===== src/eea_pkg.sv =====
`default_nettype none
package eea_pkg;
  // ----------------------------------------
  // Frame content
  // ----------------------------------------
  localparam logic [7:0] EEA_CMD_READ = 8'h0D;
  localparam logic [7:0] EEA_CMD_WRITE = 8'h06;
  localparam logic [7:0] EEA_CRC_INIT = 8'h00;
  localparam logic [7:0] EEA_DATA_BUSY = 8'h00;
  localparam int EEA_BUSY_BIT = 0;
  localparam int EEA_ADDR_MSB = 7;
  localparam int EEA_ADDR_LSB = 1;
  localparam logic [1:0] EEA_RD_FIELDS = 2'h2;
  localparam logic [1:0] EEA_WR_FIELDS = 2'h3;
  localparam logic [1:0] EEA_RSP_FIELDS = 2'h3;
  localparam logic [5:0] EEA_RD_BITS = 6'h18;
  localparam logic [5:0] EEA_WR_BITS = 6'h20;
  localparam logic [4:0] EEA_RSP_LAST_BIT = 5'h1F;
  localparam int EEA_MEM_WORDS = 128;
  // ----------------------------------------
  // Timing and buffering
  // ----------------------------------------
  localparam int EEA_CLK_MHZ = 100;
  localparam int EEA_WR_TIME_US = 5;
  localparam int EEA_WR_CYCLES = EEA_WR_TIME_US * EEA_CLK_MHZ;
  localparam int EEA_FIFO_WIDTH = 9;
  localparam int EEA_FIFO_DEPTH = 16;
  // ----------------------------------------
  // Check value: one shift step per link bit
  // ----------------------------------------
  function automatic logic [7:0] eea_crc_bit(input logic [7:0] c, input logic b);
    eea_crc_bit = {c[6:0], b ^ c[7]};
  endfunction
  function automatic logic [7:0] eea_crc_byte(input logic [7:0] c, input logic [7:0] d);
    logic [7:0] r;
    r = c;
    for (int i = 0; i < 8; i++) begin
      r = eea_crc_bit(r, d[i]);
    end
    eea_crc_byte = r;
  endfunction
endpackage
`default_nettype wire


===== src/eea_link_if.sv =====
`timescale 1ns/1ps
`default_nettype none
interface eea_link_if;
  // Master to encoder
  logic m2e_bit;
  logic m2e_vld;
  logic m2e_frm;
  // Encoder to master
  logic e2m_bit;
  logic e2m_vld;
  logic e2m_frm;
  modport dev (
    input m2e_bit, m2e_vld, m2e_frm,
    output e2m_bit, e2m_vld, e2m_frm
  );
  modport mst (
    output m2e_bit, m2e_vld, m2e_frm,
    input e2m_bit, e2m_vld, e2m_frm
  );
endinterface
`default_nettype wire


===== src/eea_encoder_end.sv =====
`timescale 1ns/1ps
`default_nettype none
// ----------------------------------------
// Encoder end
// ----------------------------------------
module eea_encoder_end
  import eea_pkg::*;
(
  // Clock and reset
  input wire logic mclk_i,
  input wire logic srst_i,
  // Link
  eea_link_if.dev link,
  // Status
  output logic mem_busy_o,
  output logic crc_err_o,
  output logic req_drop_o
);
  typedef enum logic [1:0] {
    GEN_IDLE = 2'b01,
    GEN_PUSH = 2'b10
  } eea_gen_t;
  // ----------------------------------------
  // Request receiver
  // ----------------------------------------
  logic [4:0] rx_cnt;
  logic [7:0] rx_sr;
  logic [7:0] rx_crc;
  logic [7:0] rx_cmd;
  logic [7:0] rx_adf;
  logic [7:0] rx_edf;
  logic [1:0] rx_nf;
  logic rx_done;
  logic rx_bit;
  logic byte_done;
  logic covered;
  logic [1:0] fld;
  logic [7:0] byte_val;
  logic frame_ok;
  assign rx_bit = link.m2e_vld & link.m2e_frm & ~rx_done;
  assign fld = rx_cnt[4:3];
  assign byte_done = rx_bit & (rx_cnt[2:0] == 3'h7);
  assign byte_val = {link.m2e_bit, rx_sr[7:1]};
  // Command byte is always covered; later ones only below the check field
  assign covered = (fld == 2'h0) | (fld < rx_nf);
  assign frame_ok = byte_done & (fld != 2'h0) & (fld == rx_nf) & (byte_val == rx_crc);
  always_ff @(posedge mclk_i) begin
    if (srst_i | ~link.m2e_frm) begin
      rx_cnt <= '0;
      rx_crc <= EEA_CRC_INIT;
      rx_done <= 1'b0;
    end else if (rx_bit) begin
      rx_cnt <= rx_cnt + 1'b1;
      if (covered) begin
        rx_crc <= eea_crc_bit(rx_crc, link.m2e_bit);
      end
      if (byte_done & ((fld == 2'h0) ? (byte_val != EEA_CMD_READ &&
          byte_val != EEA_CMD_WRITE) : (fld == rx_nf))) begin
        rx_done <= 1'b1;
      end
    end
  end
  always_ff @(posedge mclk_i) begin
    if (srst_i) begin
      rx_sr <= '0;
    end else if (rx_bit) begin
      rx_sr <= byte_val;
    end
  end
  always_ff @(posedge mclk_i) begin
    if (srst_i) begin
      rx_cmd <= '0;
      rx_adf <= '0;
      rx_edf <= '0;
      rx_nf <= '0;
    end else if (byte_done) begin
      case (fld)
        2'h0: begin
          rx_cmd <= byte_val;
          rx_nf <= (byte_val == EEA_CMD_WRITE) ? EEA_WR_FIELDS : EEA_RD_FIELDS;
        end
        2'h1: rx_adf <= byte_val;
        2'h2: rx_edf <= byte_val;
        default: ;
      endcase
    end
  end
  // A frame whose check byte mismatches gets no reply at all
  always_ff @(posedge mclk_i) begin
    if (srst_i) begin
      crc_err_o <= 1'b0;
    end else begin
      crc_err_o <= byte_done & (fld != 2'h0) & (fld == rx_nf) & (byte_val != rx_crc);
    end
  end
  // ----------------------------------------
  // Nonvolatile store and write engine
  // ----------------------------------------
  logic [7:0] mem [EEA_MEM_WORDS];
  logic [6:0] wr_addr;
  logic [7:0] wr_data;
  logic [$clog2(EEA_WR_CYCLES)-1:0] wr_cnt;
  logic wr_busy;
  logic wr_accept;
  logic gen_free;
  eea_gen_t gen_state;
  logic [6:0] req_addr;
  assign req_addr = rx_adf[EEA_ADDR_MSB:EEA_ADDR_LSB];
  assign gen_free = gen_state == GEN_IDLE;
  assign wr_accept = frame_ok & gen_free & (rx_cmd == EEA_CMD_WRITE) & ~wr_busy;
  assign mem_busy_o = wr_busy;
  always_ff @(posedge mclk_i) begin
    if (srst_i) begin
      wr_busy <= 1'b0;
      wr_cnt <= '0;
      wr_addr <= '0;
      wr_data <= '0;
    end else if (wr_accept) begin
      wr_busy <= 1'b1;
      wr_cnt <= ($clog2(EEA_WR_CYCLES))'(EEA_WR_CYCLES - 1);
      wr_addr <= req_addr;
      wr_data <= rx_edf;
    end else if (wr_busy) begin
      if (wr_cnt == '0) begin
        wr_busy <= 1'b0;
      end else begin
        wr_cnt <= wr_cnt - 1'b1;
      end
    end
  end
  always_ff @(posedge mclk_i) begin
    if (srst_i) begin
      for (int i = 0; i < EEA_MEM_WORDS; i++) begin
        mem[i] <= '0;
      end
    end else if (wr_busy & (wr_cnt == '0)) begin
      mem[wr_addr] <= wr_data;
    end
  end
  // ----------------------------------------
  // Reply generator
  // ----------------------------------------
  logic [1:0] gen_idx;
  logic [7:0] gen_adf;
  logic [7:0] gen_edf;
  logic [7:0] gen_cmd;
  logic [7:0] gen_crc;
  logic [7:0] gen_byte;
  logic fifo_in_ready;
  logic fifo_out_valid;
  logic fifo_out_ready;
  logic [EEA_FIFO_WIDTH-1:0] fifo_out_data;
  always_comb begin
    case (gen_idx)
      2'h0: gen_byte = gen_cmd;
      2'h1: gen_byte = gen_adf;
      2'h2: gen_byte = gen_edf;
      default: gen_byte = gen_crc;
    endcase
  end
  // Requests arriving while a reply is still being queued are dropped
  always_ff @(posedge mclk_i) begin
    if (srst_i) begin
      req_drop_o <= 1'b0;
    end else begin
      req_drop_o <= frame_ok & ~gen_free;
    end
  end
  always_ff @(posedge mclk_i) begin
    if (srst_i) begin
      gen_state <= GEN_IDLE;
      gen_idx <= '0;
      gen_cmd <= '0;
      gen_adf <= '0;
      gen_edf <= '0;
      gen_crc <= EEA_CRC_INIT;
    end else begin
      case (gen_state)
        GEN_IDLE: begin
          gen_idx <= '0;
          gen_crc <= EEA_CRC_INIT;
          if (frame_ok) begin
            gen_state <= GEN_PUSH;
            gen_cmd <= rx_cmd;
            gen_adf <= {req_addr, wr_busy};
            if (rx_cmd == EEA_CMD_READ) begin
              gen_edf <= wr_busy ? EEA_DATA_BUSY : mem[req_addr];
            end else begin
              gen_edf <= rx_edf;
            end
          end
        end
        GEN_PUSH: begin
          if (fifo_in_ready) begin
            gen_idx <= gen_idx + 1'b1;
            if (gen_idx < EEA_RSP_FIELDS) begin
              gen_crc <= eea_crc_byte(gen_crc, gen_byte);
            end else begin
              gen_state <= GEN_IDLE;
            end
          end
        end
        default: gen_state <= GEN_IDLE;
      endcase
    end
  end
  eea_fifo #(
    .WIDTH(EEA_FIFO_WIDTH),
    .DEPTH(EEA_FIFO_DEPTH)
  ) u_fifo (
    .mclk_i(mclk_i),
    .srst_i(srst_i),
    .in_valid_i(gen_state == GEN_PUSH),
    .in_ready_o(fifo_in_ready),
    .in_data_i({gen_idx == EEA_RSP_FIELDS, gen_byte}),
    .out_valid_o(fifo_out_valid),
    .out_ready_i(fifo_out_ready),
    .out_data_o(fifo_out_data)
  );
  // ----------------------------------------
  // Reply serialiser
  // ----------------------------------------
  logic [7:0] tx_sr;
  logic [2:0] tx_left;
  logic tx_last;
  assign fifo_out_ready = ~link.e2m_vld;
  always_ff @(posedge mclk_i) begin
    if (srst_i) begin
      tx_sr <= '0;
      tx_left <= '0;
      tx_last <= 1'b0;
      link.e2m_bit <= 1'b0;
      link.e2m_vld <= 1'b0;
      link.e2m_frm <= 1'b0;
    end else if (fifo_out_valid & fifo_out_ready) begin
      link.e2m_bit <= fifo_out_data[0];
      link.e2m_vld <= 1'b1;
      link.e2m_frm <= 1'b1;
      tx_sr <= {1'b0, fifo_out_data[7:1]};
      tx_left <= 3'h7;
      tx_last <= fifo_out_data[8];
    end else if (link.e2m_vld) begin
      if (tx_left != 3'h0) begin
        link.e2m_bit <= tx_sr[0];
        tx_sr <= {1'b0, tx_sr[7:1]};
        tx_left <= tx_left - 1'b1;
      end else begin
        link.e2m_vld <= 1'b0;
        link.e2m_frm <= ~tx_last;
      end
    end
  end
endmodule
`default_nettype wire


===== src/eea_master_end.sv =====
`timescale 1ns/1ps
`default_nettype none

// ----------------------------------------
// Reply byte buffer
// ----------------------------------------
module eea_fifo #(
  parameter int WIDTH = 9,
  parameter int DEPTH = 16
) (
  // Clock and reset
  input wire logic mclk_i,
  input wire logic srst_i,
  // Fill side
  input wire logic in_valid_i,
  output logic in_ready_o,
  input wire logic [WIDTH-1:0] in_data_i,
  // Drain side
  output logic out_valid_o,
  input wire logic out_ready_i,
  output logic [WIDTH-1:0] out_data_o
);
  localparam int AW = $clog2(DEPTH);
  logic [WIDTH-1:0] mem [DEPTH];
  logic [AW:0] wr_ptr;
  logic [AW:0] rd_ptr;
  logic push;
  logic pop;
  assign in_ready_o = (wr_ptr - rd_ptr) != (AW+1)'(DEPTH);
  assign out_valid_o = wr_ptr != rd_ptr;
  assign push = in_valid_i & in_ready_o;
  assign pop = out_valid_o & out_ready_i;
  assign out_data_o = mem[rd_ptr[AW-1:0]];
  always_ff @(posedge mclk_i) begin
    if (push) begin
      mem[wr_ptr[AW-1:0]] <= in_data_i;
    end
  end
  always_ff @(posedge mclk_i) begin
    if (srst_i) begin
      wr_ptr <= '0;
      rd_ptr <= '0;
    end else begin
      if (push) begin
        wr_ptr <= wr_ptr + 1'b1;
      end
      if (pop) begin
        rd_ptr <= rd_ptr + 1'b1;
      end
    end
  end
endmodule
`default_nettype wire


===== src/flat_wrapper.sv =====
// flat-port wrapper written by rule: the top's interface ports become plain ports
module eea_encoder_end_flat import eea_pkg::*;
  (mclk_i, srst_i, mem_busy_o, crc_err_o, req_drop_o, link_m2e_bit, link_m2e_vld, link_m2e_frm, link_e2m_bit, link_e2m_vld, link_e2m_frm);
  eea_link_if link_i ();
  input wire logic mclk_i;
  input wire logic srst_i;
  output logic mem_busy_o;
  output logic crc_err_o;
  output logic req_drop_o;
  input wire logic [$bits(link_i.m2e_bit)-1:0] link_m2e_bit;
  input wire logic [$bits(link_i.m2e_vld)-1:0] link_m2e_vld;
  input wire logic [$bits(link_i.m2e_frm)-1:0] link_m2e_frm;
  output wire logic [$bits(link_i.e2m_bit)-1:0] link_e2m_bit;
  output wire logic [$bits(link_i.e2m_vld)-1:0] link_e2m_vld;
  output wire logic [$bits(link_i.e2m_frm)-1:0] link_e2m_frm;
  assign link_i.m2e_bit = link_m2e_bit;
  assign link_i.m2e_vld = link_m2e_vld;
  assign link_i.m2e_frm = link_m2e_frm;
  assign link_e2m_bit = link_i.e2m_bit;
  assign link_e2m_vld = link_i.e2m_vld;
  assign link_e2m_frm = link_i.e2m_frm;
  eea_encoder_end u_core (.mclk_i(mclk_i), .srst_i(srst_i), .link(link_i), .mem_busy_o(mem_busy_o), .crc_err_o(crc_err_o), .req_drop_o(req_drop_o));
endmodule

===== config.mk =====
export PLATFORM = sky130hd
export DESIGN_NAME = eea_encoder_end_flat
export DESIGN_NICKNAME = d
export VERILOG_FILES = /design/src/eea_pkg.sv /design/src/eea_link_if.sv /design/src/eea_encoder_end.sv /design/src/eea_master_end.sv /design/src/flat_wrapper.sv
export SDC_FILE = /design/constraint.sdc
export NUM_CORES = 2
export LEC_CHECK = 0
export BUFFER_PORTS_ARGS = -buffer_cell sky130_fd_sc_hd__buf_2
export CAP_MARGIN = 10
export CORE_ASPECT_RATIO = 1.5
export CORE_MARGIN = 10
export CORE_UTILIZATION = 40
export DETAILED_ROUTE_END_ITERATION = 10
export HOLD_SLACK_MARGIN = 0.05
export PLACE_DENSITY = 0.6
export RECOVER_POWER = 50
export SYNTH_ARGS = -nofsm -noshare
export SYNTH_HDL_FRONTEND = slang
export SYNTH_SLANG_ARGS = --single-unit

===== constraint.sdc =====
create_clock -name mclk_i -period 3.61 [get_ports mclk_i]
set_input_delay 0.1805 -clock mclk_i [delete_from_list [all_inputs] [get_ports mclk_i]]
set_output_delay 0.1805 -clock mclk_i [all_outputs]
set_load 0.01 [all_outputs]

# After elaboration in Yosys (flattened, before gate mapping)
# Memories as Yosys holds them, arrays and structs flattened. A register that Yosys moved wholly into a read port is not among the register bits.
# Cells that the tools add are included.
[totals]
wordCells = 171
mem_bits_rw = 1168
mem_count = 2
out_inout_bits = 6
inputBits = 5
ff_bits = 135
[mem_list]
columns = ["name", "words", "width", "rd", "rd_ports_with_merged_regs", "write_ports", "line_no", "source"]
rows = [
  ["u_core.mem", 128, 8, 1, 1, 128, "eea_encoder_end.sv:99", "logic [7:0] mem [EEA_MEM_WORDS];"],
  ["u_core.u_fifo.mem", 16, 9, 1, 1, 1, "eea_master_end.sv:24", "logic [WIDTH-1:0] mem [DEPTH];"],
]
[op_classes]
eq_ne = 24
mux = 49
bitwise_logic = 33
n_addsub = 7
order_cmp = 2
reduce_logical = 25
[op_table]
columns = ["cell", "n"]
rows = [
  ["2-to-1 mux 7 bit", 6],
  ["2-to-1 mux 8 bit", 5],
  ["2-to-1 mux 9 bit", 3],
  ["one-hot mux 8 bit (3 select lines)", 1],
  ["2-to-1 mux 1 bit", 22],
  ["AND reduction 2 bit", 11],
  ["equality test 8 x 3 -> 1 bit, second input constant", 2],
  ["one-hot mux 8 bit (2 select lines)", 1],
  ["adder 5 x 1 -> 5 bit, second input constant", 3],
  ["AND 1 bit", 15],
  ["nonzero test 2 bit", 5],
  ["logical NOT 9 bit", 1],
  ["2-to-1 mux 3 bit", 3],
  ["subtractor 9 x 1 -> 9 bit, second input constant", 1],
  ["bitwise XOR 1 bit", 9],
  ["equality test 2 bit, second input constant", 4],
  ["equality test 8 x 4 -> 1 bit, second input constant", 1],
  ["equality test 8 bit", 1],
  ["2-to-1 mux 2 bit", 4],
  ["2-to-1 mux 4 bit", 2],
  ["inequality test 2 x 1 -> 1 bit, second input constant", 4],
  ["inequality test 8 x 3 -> 1 bit, second input constant", 1],
  ["inequality test 8 x 4 -> 1 bit, second input constant", 1],
  ["inequality test 8 bit", 1],
  ["20 further kinds", 33],
]

# Depth between registers and ports, before layout
[logic_depth]
word_depth = 11
mapped_depth = 12
depth_no_buf = 9

# Hierarchy
# A second synthesis with hierarchy kept.
[hier_totals]
hier_cells = 4305
area_unflattened_um2 = 59956.3
[modules_own_cells]
columns = ["module", "area_per_inst_um2", "instances", "cells_each", "seq_area_each_um2"]
rows = [
  ["eea_encoder_end", 53694.0, 1, 4002, 33352.0],
  ["eea_fifo", 6262.3, 1, 303, 4604.4],
]

# Worst setup path after synthesis
# No wires, ideal clock.
[synth_timing]
kind = "register -> register"
start = "register u_core.u_fifo.rd_ptr[1]"
end = "memory u_core.u_fifo.mem[1][0] (enable)"
synth_period_minus_slack_ps = 3160
t_required_ps = 3223
setup_slack_ps = 450
path_stages_with_launch = 11
n_path_buf = 1
arrival_time_ps = 2774
setup_ps = 387
path_cell_list = "dfxtp_1 -> inv_1 -> ha_1 -> nor2b_1 -> o21a_1 -> o211a_1 -> o31ai_1 -> and2_1 -> clkbuf_1 -> nand2_1 -> nor3_1"
[synth_between]
elab_chain_len = 5
[synth_lines]
columns = ["item", "line_no", "source"]
rows = [
  ["start, declared", "eea_master_end.sv:26", "logic [AW:0] rd_ptr;"],
  ["start signal, assigned", "eea_master_end.sv:48", "rd_ptr <= rd_ptr + 1'b1;"],
  ["subtractor 5 bit", "eea_master_end.sv:29", "assign in_ready_o = (wr_ptr - rd_ptr) != (AW+1)'(DEPTH);"],
  ["inequality test 5 bit", "eea_master_end.sv:29", ""],
  ["AND 1 bit", "eea_master_end.sv:31", "assign push = in_valid_i & in_ready_o;"],
  ["2-to-1 mux 1 bit", "eea_master_end.sv:35", "if (push) begin"],
  ["2-to-1 mux 1 bit (not written as such)", "eea_master_end.sv:36", "mem[wr_ptr[AW-1:0]] <= in_data_i;"],
  ["end, declared", "eea_master_end.sv:24", ""],
]
# No other way between the ends.

==> results_dict.tcl <==
set metrics [dict create \
    status "complete, but fails checks" \
    failed_checks "max-capacitance violations" \
    slowest_delay_ns 0.58 \
    hpwl_um 97300 \
    synth.avg_cell_area_um2 15.0 \
    yosysWarningCount 0 \
    synthCells 3904 \
    swShare 0.211 \
    die_area_mm2 0.163 \
    power.density_mw_per_mm2 489 \
    drive_above_1_share 0.182 \
    die_w_um 333 \
    die_h_um 489 \
    hold_depth 4 \
    utilization 0.447 \
    synth_edf_count 1168 \
    cts_buffers 131 \
    grt_overflow_total 0 \
    final_common_cell "edfxtp_1" \
    rsz0062_at_grt "no" \
    core_mm2 0.146 \
    cts_sinks 1312 \
    grt_pass1_vias 33500 \
    cts_setup_buffers 0 \
    startpoint_type "flip-flop" \
    yosysSeqAreaShare 0.647 \
    grt_max_degree 145 \
    cap_violations 1 \
    drc 0 \
    viasPerCell 5.37 \
    dp_slack_ns 0.390 \
    antenna_found_initial 1 \
    drt-total-wl_um 150000 \
    worst_pin_slew_ns 1.47 \
    p_seq_frac 0.541 \
    yosysUniqueCellTypes 64 \
    max_freq_mhz 291 \
    path_delay_family "simple AND/OR/NAND/NOR gates" \
    power_switching_mw 6.73 \
    drv_slew 0 \
    setup_viol 0 \
    most-common-layout-cells "1168 x edfxtp_1, 566 x and2_1, 462 x and2_0" \
    critPathCaptureType "flip-flop" \
    cts_buffer_depth 3 \
    p_clk_frac 0.421 \
    min_to "u_core.rx_cmd[7]" \
    cts-root-buf "clkbuf_16" \
    worstHoldPathType "in -> reg" \
    clock_skew_ns 0.0315 \
    r2r_cells 5 \
    cts_tree "yes" \
    period_share 0.951 \
    r2r-start "u_core.wr_addr[4]" \
    ir_worst_vdd_v 0.000366 \
    path_clk_slew_ns 0.07 \
    io_buffers 10 \
    power.total_mw 31.9 \
    synth_fp_nets 3931 \
    synthFlopType "edfxtp_1" \
    hold_viol 0 \
    via_count 31800 \
    crit_chain "nor2b_1 -> nand3_1 -> nor2_1 -> clkbuf_1 -> or2_0" \
    worstPathRequired_ns 3.99 \
    clk_latency_ns 0.76 \
    grt_pass1_wl_um 223000 \
    internal-power_mw 25.2 \
    dr.first_iter.drc_count 2466 \
    crit_buf_inv 1 \
    tns_ns 0 \
    synth_area_mm2 0.0586 \
    fin_ws_ns 0.176 \
    firstDrtPassIters 7 \
    ff2ff_setup_slack_ns 0.18 \
    cts_resized 0 \
    worstSetupPathType "reg -> reg" \
    rr_endpoint "u_core.mem[89][5]" \
    layout_min_cycle_time_ns 3.43 \
    ctsHtreeMaxLevel 4 \
    combPwrFrac 0.037 \
    row_count 172 \
    pin_count 11 \
    p_leak_nw 20.6 \
    layout.nets 3945 \
    grt_usage 0.182 \
    slew_headroom 0.00830 \
    area_growth_pct 11.4 \
    worstPathMaxFanout 9 \
    critPathArrivalTime_ns 3.82 \
    ant_nets 0 \
    ys_ff_latch 1312 \
    holdWs_ns 0.409 \
    hold_path.startpoint "link_m2e_bit" \
    critPathSlowestCell "nand3_1" \
    start_util 0.401 \
    synth-async-reset-ratio 0 \
    gp_routability_congestion 0.911 \
    wl_per_cell_um 25.2 \
]
[cells in the mapped netlist, types with 5 or more instances]
library cell / instances / area share
a211oi_1: 8 / 0.0010
a21oi_1: 71 / 0.0061
and2_1: 1028 / 0.11
clkbuf_1: 219 / 0.014
nand4_1: 7 / 0.00075
buf_1: 38 / 0.0024
xor2_1: 9 / 0.0013
or2_2: 131 / 0.014
ha_1: 22 / 0.0047
mux2i_1: 94 / 0.016
buf_2: 9 / 0.00077
o21bai_1: 10 / 0.0013
and3_1: 10 / 0.0011
dfxtp_1: 144 / 0.049
nor4_1: 5 / 0.00053
nor2_1: 235 / 0.015
nand3b_1: 5 / 0.00064
mux4_2: 328 / 0.13
a222oi_1: 8 / 0.0014
a32oi_1: 7 / 0.0010
nor3_1: 15 / 0.0013
nor2b_1: 14 / 0.0015
o21ai_0: 12 / 0.0010
a22o_1: 20 / 0.0030
nand3_1: 20 / 0.0017
edfxtp_1: 1168 / 0.60
o221ai_1: 7 / 0.0010
inv_1: 27 / 0.0017
nand2_1: 119 / 0.0076
nand2b_1: 6 / 0.00064
o22ai_1: 14 / 0.0015
xnor2_1: 27 / 0.0040
a22oi_1: 17 / 0.0022
[worst max path at each step]
stage / start / to / slack [ns] / cells past startpoint
after floorplan: u_core.u_fifo.rd_ptr[1] / u_core.u_fifo.mem[1][0] / 0.45 / 10
after global placement: flip-flop / u_core.gen_edf[0] / -0.13 / 7
after detailed placement: flip-flop / u_core.gen_edf[2] / 0.39 / 7
after CTS: flip-flop / u_core.gen_edf[2] / 0.36 / 7
after global routing: u_core.wr_cnt[3] / u_core.mem[90][4] / 0.06 / 9
final: u_core.wr_addr[4] / u_core.mem[89][5] / 0.18 / 5
[worst register-to-register path, stage by stage, from the launching register on]
cell	delay [ns]
dfxtp_1	0.56
nor2b_1	0.56
nand3_1	0.58
nor2_1	0.42
clkbuf_1	0.36
or2_0	0.58
[power groups by stage]
stage	Sequential, mW	Combinational (mW)	Clock (mW)
6_report	17.3	1.19	13.4
3_3_place_gp	17.6	1.22	0
5_1_grt	17.3	1.30	14.3
3_5_place_dp	17.6	1.24	0
2_1_floorplan	17.5	0.887	0
4_1_cts	17.3	1.24	13.7
[cells by family after synthesis]
logic type      Yosys count  share of synthesized area
compound gates          195                     0.0224
xor+xnor                 36                    0.00538
flops                  1312                      0.647
buf+inv                 299                     0.0198
fa+ha+maj                22                    0.00469
simple gates           1616                      0.158
mux                     424                      0.142
[sequential cells by signal, summed over array words and instances (netlist names), 7 cells and up, named ones only]
signal,cells
u_core.wr_addr,7
u_core.rx_adf,7
u_core.wr_cnt,9
u_core.wr_data,8
u_core.gen_adf,8
u_core.tx_sr,7
u_core.rx_edf,8
u_core.gen_crc,8
u_core.mem,1024
u_core.gen_edf,8
u_core.rx_sr,7
u_core.rx_cmd,8
u_core.gen_cmd,8
u_core.u_fifo.mem,144
u_core.rx_crc,8
[per-stage QoR]
step                area (µm²)  instances
CTS                      65600       5929
global route             65300       5930
finish                   65300       5932
global placement         61400       5693
detailed placement       61400       5693
floorplan                58600       3904
[final cells by class]
cell class	instances	area (µm²)
clock buffer	174	3660
inverter	29	109
fill	12700	80800
clock inverter	56	494
sequential	1312	38000
antenna	3	7.51
multi-input combinational	2293	19500
tap	1914	2390
timing repair buffer	151	1170
[routing by layer]
metal | track usage | part of all wire
met5 | 0 | 0
met4 | 0.0743 | 0.042
met3 | 0.0283 | 0.041
met2 | 0.338 | 0.54
met1 | 0.208 | 0.38
[timing repair]
| item | 4_1_cts | 5_1_grt |
|---|---|---|
| hold buffers | 6 | 0 |
| setup endpoints to repair | 0 | 0 |
| endpoints found under the hold margin | 48 | 0 |
Note: power is estimated with default switching activity, not from simulation.
